==> src/common/acsp_pkg.sv <==
// Constants for the acceleration sensor serial port controller
package acsp_pkg;
	localparam int MCLK_HZ = 25000000;
	// Half period of the generated serial clock, in mclk cycles
	localparam int SCK_HALF = 4;
	localparam logic [7:0] SCK_HALF_M1 = 8'(SCK_HALF - 1);
	localparam int FRAME_BITS = 16;
	localparam int BYTE_BITS = 8;
	localparam int ADDR_BITS = 7;
	localparam int DIR_POS = 7;
	localparam logic DIR_WRITE = 1'b0;
	localparam logic DIR_READ = 1'b1;
	localparam logic [6:0] ADDR_SPI_CFG = 7'h34;
	localparam logic [6:0] ADDR_FIFO_DATA = 7'h3f;
	localparam int THREE_WIRE_POS = 0;
	// Idle between writes, in ns
	localparam int WIDLE_NORMAL_NS = 2000;
	localparam int WIDLE_SUSPEND_NS = 450000;
	localparam int WIDLE_NORMAL_CYC = (WIDLE_NORMAL_NS * 25 + 999) / 1000;
	localparam int WIDLE_SUSPEND_CYC = (WIDLE_SUSPEND_NS * 25 + 999) / 1000;
	localparam int IDLE_W = 15;
	localparam int FIFO_DEPTH = 8;
	localparam int FIFO_W = 8;
	localparam logic [IDLE_W-1:0] IDLE_ZERO = 15'h0000;
	localparam logic [4:0] BIT_ZERO = 5'h00;
	localparam logic [4:0] BYTE_LAST = 5'h07;
	localparam logic [4:0] FRAME_LAST = 5'h0f;
endpackage

==> src/rtl/acsp_fifo.sv <==
// Small first-in first-out buffer in flip-flops
`timescale 1ns/1ps
`default_nettype none
module acsp_fifo #(
	parameter int WIDTH = 8,
	parameter int DEPTH = 8
)
(
	input wire logic clk,
	input wire logic rst_n,
	input wire logic in_valid,
	output logic in_ready,
	input wire logic [WIDTH-1:0] in_data,
	output logic out_valid,
	input wire logic out_ready,
	output logic [WIDTH-1:0] out_data
);
	localparam int AW = $clog2(DEPTH);
	logic [WIDTH-1:0] mem_q [DEPTH];
	logic [AW-1:0] wp_q;
	logic [AW-1:0] rp_q;
	logic [AW:0] cnt_q;
	logic push;
	logic pop;
	assign in_ready = (cnt_q != (AW+1)'(DEPTH));
	assign out_valid = (cnt_q != '0);
	assign out_data = mem_q[rp_q];
	assign push = in_valid && in_ready;
	assign pop = out_valid && out_ready;
	always_ff @(posedge clk)
	begin
		if (push)
			mem_q[wp_q] <= in_data;
	end
	always_ff @(posedge clk or negedge rst_n)
	begin
		if (!rst_n)
		begin
			wp_q <= '0;
			rp_q <= '0;
			cnt_q <= '0;
		end
		else
		begin
			if (push)
				wp_q <= (wp_q == AW'(DEPTH - 1)) ? '0 : wp_q + 1'b1;
			if (pop)
				rp_q <= (rp_q == AW'(DEPTH - 1)) ? '0 : rp_q + 1'b1;
			cnt_q <= cnt_q + (AW+1)'(push) - (AW+1)'(pop);
		end
	end
endmodule
`default_nettype wire

==> src/rtl/acsp_master.sv <==
// Serial port master driving the acceleration sensor
// Notes on behaviour
// - Start in 4-wire; switch to 3-wire after writing one to 0x34 bit 0.
// - A single access is one 16-bit frame: control byte then data.
// - Chip select low opens a frame, high closes it; we make the clock.
// - Change output on falling clock edge, sample on rising edge (we sample at end of high phase).
// - First control bit is direction: 0 write, 1 read.
// - Next seven bits are the register address, most significant first.
// - Bits eight to fifteen carry the data byte.
// - Bursts send one address, keep chip select low, keep clocking (only reads burst here; cmd_len is ignored on writes).
// - Wait 2 us between writes, or 450 us in suspend modes.
// - 3-wire uses the same frame format and edges as 4-wire.
`timescale 1ns/1ps
`default_nettype none
module acsp_master #(
	parameter int WIDLE_NORMAL = acsp_pkg::WIDLE_NORMAL_CYC,
	parameter int WIDLE_SUSPEND = acsp_pkg::WIDLE_SUSPEND_CYC
)
(
	input wire logic mclk,
	input wire logic nrst,
	input wire logic cmd_valid,
	output logic cmd_ready,
	input wire logic cmd_read,
	input wire logic [6:0] cmd_addr,
	input wire logic [7:0] cmd_wdata,
	input wire logic [4:0] cmd_len,
	input wire logic cpol,
	input wire logic suspend_mode,
	output logic rd_valid,
	input wire logic rd_ready,
	output logic [7:0] rd_data,
	output logic three_wire,
	output logic chip_select_n,
	output logic sck,
	output logic sdi_out,
	output logic sdi_oe,
	input wire logic sdi_in,
	input wire logic sdo_in
);
	import acsp_pkg::*;
	// ************************************************************
	// Reset and input synchronisers
	// ************************************************************
	logic rst_a_q;
	logic rst_n;
	always_ff @(posedge mclk or negedge nrst)
	begin
		if (!nrst)
		begin
			rst_a_q <= 1'b0;
			rst_n <= 1'b0;
		end
		else
		begin
			rst_a_q <= 1'b1;
			rst_n <= rst_a_q;
		end
	end
	logic sdo_m_q;
	logic sdo_s_q;
	logic sdi_m_q;
	logic sdi_s_q;
	always_ff @(posedge mclk or negedge rst_n)
	begin
		if (!rst_n)
		begin
			sdo_m_q <= 1'b0;
			sdo_s_q <= 1'b0;
			sdi_m_q <= 1'b0;
			sdi_s_q <= 1'b0;
		end
		else
		begin
			sdo_m_q <= sdo_in;
			sdo_s_q <= sdo_m_q;
			sdi_m_q <= sdi_in;
			sdi_s_q <= sdi_m_q;
		end
	end
	// ************************************************************
	// Frame sequencer
	// ************************************************************
	typedef enum logic [2:0] {
		ST_IDLE = 3'b000,
		ST_SETUP = 3'b001,
		ST_LOW = 3'b010,
		ST_HIGH = 3'b011,
		ST_HOLD = 3'b100,
		ST_GAP = 3'b101
	} acsp_state_t;
	acsp_state_t st_q;
	logic [7:0] tick_q;
	logic [4:0] bit_q;
	logic [15:0] sh_q;
	logic [7:0] rx_q;
	logic rd_q;
	logic [4:0] left_q;
	logic [IDLE_W-1:0] idle_q;
	logic first_q;
	logic push_q;
	logic [7:0] push_data_q;
	logic fifo_ready;
	logic tick_done;
	logic bit_in;
	logic read_phase;
	assign tick_done = (tick_q == SCK_HALF_M1);
	assign read_phase = rd_q && !first_q;
	assign bit_in = three_wire ? sdi_s_q : sdo_s_q;
	assign cmd_ready = rst_n && (st_q == ST_IDLE) && (idle_q == IDLE_ZERO);
	always_ff @(posedge mclk or negedge rst_n)
	begin
		if (!rst_n)
			tick_q <= 8'h00;
		else if (st_q == ST_IDLE || tick_done)
			tick_q <= 8'h00;
		else
			tick_q <= tick_q + 8'h01;
	end
	always_ff @(posedge mclk or negedge rst_n)
	begin
		if (!rst_n)
		begin
			st_q <= ST_IDLE;
			chip_select_n <= 1'b1;
			sck <= 1'b0;
			sdi_out <= 1'b0;
			sdi_oe <= 1'b0;
			bit_q <= BIT_ZERO;
			sh_q <= 16'h0000;
			rx_q <= 8'h00;
			rd_q <= 1'b0;
			left_q <= BIT_ZERO;
			first_q <= 1'b1;
			push_q <= 1'b0;
			push_data_q <= 8'h00;
			three_wire <= 1'b0;
			idle_q <= IDLE_ZERO;
		end
		else
		begin
			push_q <= 1'b0;
			if (idle_q != IDLE_ZERO)
				idle_q <= idle_q - 15'h0001;
			case (st_q)
				ST_IDLE:
				begin
					sck <= cpol;
					if (cmd_valid && idle_q == IDLE_ZERO)
					begin
						sh_q <= {cmd_read, cmd_addr, cmd_wdata};
						rd_q <= cmd_read;
						left_q <= (cmd_read && cmd_len != BIT_ZERO) ?
							cmd_len - 5'h01 : BIT_ZERO;
						first_q <= 1'b1;
						bit_q <= BIT_ZERO;
						if (!cmd_read && cmd_addr == ADDR_SPI_CFG)
							three_wire <= cmd_wdata[THREE_WIRE_POS];
						st_q <= ST_SETUP;
					end
				end
				ST_SETUP:
				begin
					chip_select_n <= 1'b0;
					sdi_out <= sh_q[15];
					sdi_oe <= 1'b1;
					if (tick_done)
					begin
						// Mode 11 idles high: first low phase opens here
						sck <= 1'b0;
						st_q <= ST_LOW;
					end
				end
				ST_LOW:
				begin
					// Rising clock edge after low phase; stretch low when full
					if (tick_done &&
						!(!first_q && bit_q == BIT_ZERO && !fifo_ready))
					begin
						sck <= 1'b1;
						st_q <= ST_HIGH;
					end
				end
				ST_HIGH:
				begin
					if (tick_done)
					begin
						sck <= 1'b0;
						// Sample at end of high phase, safely after rise
						if (read_phase || (rd_q && bit_q >= 5'h08))
							rx_q <= {rx_q[6:0], bit_in};
						sh_q <= {sh_q[14:0], 1'b0};
						if (bit_q == FRAME_LAST ||
							(!first_q && bit_q == BYTE_LAST))
						begin
							if (rd_q)
							begin
								push_q <= 1'b1;
								push_data_q <= {rx_q[6:0], bit_in};
							end
							if (rd_q && left_q != BIT_ZERO)
							begin
								left_q <= left_q - 5'h01;
								first_q <= 1'b0;
								bit_q <= BIT_ZERO;
								st_q <= ST_LOW;
							end
							else
								st_q <= ST_HOLD;
						end
						else
						begin
							bit_q <= bit_q + 5'h01;
							st_q <= ST_LOW;
						end
						// Release shared pin once read data is due
						if (rd_q && (bit_q == BYTE_LAST || !first_q))
							sdi_oe <= 1'b0;
						else
							sdi_out <= sh_q[14];
					end
				end
				ST_HOLD:
				begin
					if (tick_done)
					begin
						sck <= cpol;
						chip_select_n <= 1'b1;
						sdi_oe <= 1'b0;
						st_q <= ST_GAP;
					end
				end
				ST_GAP:
				begin
					if (tick_done)
					begin
						if (!rd_q)
							idle_q <= suspend_mode ?
								IDLE_W'(WIDLE_SUSPEND) : IDLE_W'(WIDLE_NORMAL);
						st_q <= ST_IDLE;
					end
				end
				default:
					st_q <= ST_IDLE;
			endcase
		end
	end
	// ************************************************************
	// Read data buffer
	// ************************************************************
	logic fifo_valid;
	logic [7:0] fifo_data;
	acsp_fifo #(
		.WIDTH(FIFO_W),
		.DEPTH(FIFO_DEPTH)
	) u_fifo (
		.clk(mclk),
		.rst_n(rst_n),
		.in_valid(push_q),
		.in_ready(fifo_ready),
		.in_data(push_data_q),
		.out_valid(fifo_valid),
		.out_ready(rd_ready && !rd_valid),
		.out_data(fifo_data)
	);
	always_ff @(posedge mclk or negedge rst_n)
	begin
		if (!rst_n)
		begin
			rd_valid <= 1'b0;
			rd_data <= 8'h00;
		end
		else if (rd_valid)
			rd_valid <= 1'b0;
		else if (fifo_valid && rd_ready)
		begin
			rd_valid <= 1'b1;
			rd_data <= fifo_data;
		end
	end
endmodule
`default_nettype wire

==> config.mk <==
export PLATFORM = sky130hd
export DESIGN_NAME = acsp_master
export DESIGN_NICKNAME = d
export VERILOG_FILES = /design/src/common/acsp_pkg.sv /design/src/rtl/acsp_fifo.sv /design/src/rtl/acsp_master.sv
export SDC_FILE = /design/constraint.sdc
export NUM_CORES = 1
export LEC_CHECK = 0
export CORE_ASPECT_RATIO = 0.7
export CORE_MARGIN = 1.5
export CORE_UTILIZATION = 55
export DETAILED_ROUTE_END_ITERATION = 6
export DONT_BUFFER_PORTS = 1
export PLACE_DENSITY_LB_ADDON = 0.15
export SLEW_MARGIN = 5
export SYNTH_ARGS = -nofsm -noshare
export SYNTH_HDL_FRONTEND = slang
export SYNTH_SLANG_ARGS = --single-unit
==> constraint.sdc <==
create_clock -name mclk -period 7.56 [get_ports mclk]
set_input_delay 2.268 -clock mclk [delete_from_list [all_inputs] [get_ports mclk]]
set_output_delay 2.268 -clock mclk [all_outputs]
set_load 0.1 [all_outputs]
==> results.md <==
* Kind of critical path: reg2out
* Final non-filler cell total at 794
* Slew HR at 28.7%
* Flop pwr share at 52.7%
* FF+latch count, synth at 164
* Fmax at 0.199 GHz
* Crit path launch: idle_q[0]
* Slowest CP cell: and3_1
* Final ANT Viol Nets at 0
* Min cycle time layout at 5.03 ns
* DRT Pass-1 Iters at 5
* FFs w/ async S/R, synth at 61.0%
* Crit share post-route at 66.5%
* Sequential element share of the synthesized area at 59.3%
* # hold bufs at CTS at 0
* H-tree levels at 4
* Sw frac at 30.9%
* Routed WL at 13.9 mm
* Worst-Skew Late Latency at 0.42 ns
* Final setup viols at 0
* Vias in the first global route at 4606
* Layout Skew at 0.0108 ns
* Worst Path Arrival at 2.76 ns
* Num CTS Buffers at 17
* Syn avg cell area at 12.5 um2
* CTS Sinks at 164
* Post-DR wirelength/cell at 17.4 um
* Setup crit start kind: flop
* Clk slew on worst S/H paths at 0.07 ns
* Fraction of layout cells with a size suffix above 1 at 16.4%
* Detailed Place HPWL at 9.40 mm
* Post-CTS Repair Setup Buffers at 0
* Largest net degree at the start of global routing at 77
* Critical R2R Capture: sh_q[12]
* Post-synth top cells: dfrtp_1, nand2_1, edfxtp_1
* Max stage delay on crit path at 0.88 ns
* Unique masters post-synth at 66
* Cell Rows at 35
* WP buf/inv at 1
* Initial antenna violation count at 0
* Leakage at 3.44 nW
* Die area at 14300 um2
* Combinational share of power at 10.6%
* Power Dens Cells at 282 nW/um2
* Grt ovf at 0
* Status: complete, no violations
* Overall Power at 0.00232 W
* Ant. Diodes at 0
* # IOs at 44
* Die H at 100 um
* Post-synth top area cell: dfrtp_1
* CTS tree: done
* Min-delay worst type: reg2async
* Placed instance count at 762
* Vias at 4652
* Setup TNS at 0 ns
* CP delay by family, top: simple AND/OR/NAND/NOR gates
* Clock power share at 36.7%
* Reg2reg path depth at 7
* Number of port buffers at 0
* Max-capacitance violation count at 0
* Longest Clk Path Bufs at 2
* Critical Path RT at 5.29 ns
* Critical Path, Cell by Cell: inv_1, ha_1, nor3b_1, and4_1, and3_1
* Reg2reg start: idle_q[0]
* Top cells by area, synth: dfrtp_1, edfxtp_1, mux2_2
* Area share of the largest cell type after synthesis at 32.8%
* Ys Warns at 0
* GP Congestion at 0.839
* Clock root buffer: clkbuf_16
* Max Slew Vio Count at 0
* DR iter-0 viols at 295
* Syn Nets at 647
* Layout fillers at 1041
* Via density at 5.86
* Number of enable flip-flop cells after synthesis at 64
* Reg-to-reg slack, setup at 4.56 ns
* Worst setup EP type: output pin
* Worst-path fanout max at 9
* Layout Nets at 645
* Post-Synthesis Cells at 598
* Global-route wire length before repair at 23.4 mm
* GRT Total Usage at 21.5%
* RSZ-0062 raised after global routing: false
* Remaining DRCs at 0
* Chip Width at 142 um
* Worst Tran Pin Value at 1.07 ns
* Post-Syn Area at 7470 um2
* End-of-flow core utilization at 62.2%
* Post-CTS resize count at 0
* Setup ws final at 2.53 ns
* Most numerous cell in the Yosys netlist: dfrtp_1
* Internal at 0.00160 W
* DP Worst Slack at 2.97 ns
* Top_reg_cell synth: dfrtp_1
* Initial Util at 56.5%
* Peak VDD IR at 184 uV
* Core ar. at 13200 um2
* Switch Pwr at 0.000716 W
* Count of final hold-check violations at 0
* Synthesis-to-layout area growth at 10.1%
area by class of cell:
cell class                 count  area (um2)  share of cell area, %
clock buffer                  20         479                   5.83
clock inverter                12         111                   1.35
inverter                      27         101                   1.23
multi-input combinational    382        2840                   34.5
sequential                   164        4430                   53.9
tap                          185         231                   2.82
timing repair buffer           4        30.0                  0.365
cell families (layout without fill, tap and decap cells):
group,after synthesis,count (layout),synth area share (%)
buffers and inverters,52,63,2.81
adders and majority gates,20,20,3.45
and+or+nand+nor,195,195,13.0
muxes,61,61,11.5
xor gates and xnor gates,18,18,2.11
DFF,164,164,59.3
other,1,1,0.0502
AOI/OAI and AO/OA,87,87,7.83
per-layer routing:
layer | up-vias | track usage, % | part of all wire (%)
met4 | 0 | 6.66 | 1.4
li1 | 2180 | - | -
met3 | 21 | 5.56 | 5.3
met2 | 139 | 31.5 | 44
met5 | - | 0 | 0
met1 | 2312 | 31.8 | 49
state kept, by name (all words and copies together), names as in the netlist, 3 cells and up:
| register | count |
|---|---|
| bit_q | 5 |
| idle_q | 15 |
| left_q | 5 |
| push_data_q | 8 |
| rd_data | 8 |
| rx_q | 7 |
| sh_q | 16 |
| st_q | 3 |
| tick_q | 8 |
| u_fifo.cnt_q | 4 |
| u_fifo.mem_q | 64 |
| u_fifo.rp_q | 3 |
| u_fifo.wp_q | 3 |
layout by cell type, fill, tap and decap left out, drive strengths merged, types with 4 or more instances in the layout:
| cell type | netlist | routed |
|---|---|---|
| nor3 | 15 | 15 |
| a21oi | 30 | 30 |
| mux2i | 10 | 10 |
| xnor2 | 5 | 5 |
| mux2 | 35 | 35 |
| a31oi | 6 | 6 |
| edfxtp | 64 | 64 |
| nor3b | 4 | 4 |
| ha | 19 | 19 |
| o21ai | 12 | 12 |
| dfrtp | 98 | 98 |
| o22ai | 4 | 4 |
| xor2 | 13 | 13 |
| nand2 | 68 | 68 |
| o31ai | 4 | 4 |
| nand3 | 16 | 16 |
| inv | 27 | 33 |
| nand4 | 10 | 10 |
| nand2b | 9 | 9 |
| nor4 | 5 | 5 |
| buf | 8 | 4 |
| mux4 | 16 | 16 |
| clkbuf | 17 | 20 |
| nor2 | 42 | 42 |
| and3 | 9 | 9 |
stage by stage:
stage	cell area [um2]	hold slack (ns)
3_3_place_gp	7630	0.227
6_report	8220	0.218
2_1_floorplan	7470	0.331
3_5_place_dp	7630	0.227
4_1_cts	8220	0.224
5_1_grt	8220	0.239
worst max-delay path by stage:
stage	to	cells after the start	slack [ns]
floorplan	cmd_ready	1	1.80
global placement	cmd_ready	5	3.04
detailed placement	cmd_ready	5	2.97
CTS	cmd_ready	5	2.52
global route	cmd_ready	5	2.40
finish	cmd_ready	5	2.53
power groups by stage:
stage | clock network, W | registers [W] | logic (W)
2_1_floorplan | 0 | 0.00118 | 0.000242
3_3_place_gp | 0 | 0.00124 | 0.000232
3_5_place_dp | 0 | 0.00124 | 0.000246
4_1_cts | 0.000867 | 0.00122 | 0.000247
5_1_grt | 0.000903 | 0.00124 | 0.000281
6_report | 0.000852 | 0.00122 | 0.000246
Power figures use the tool's default switching activity.
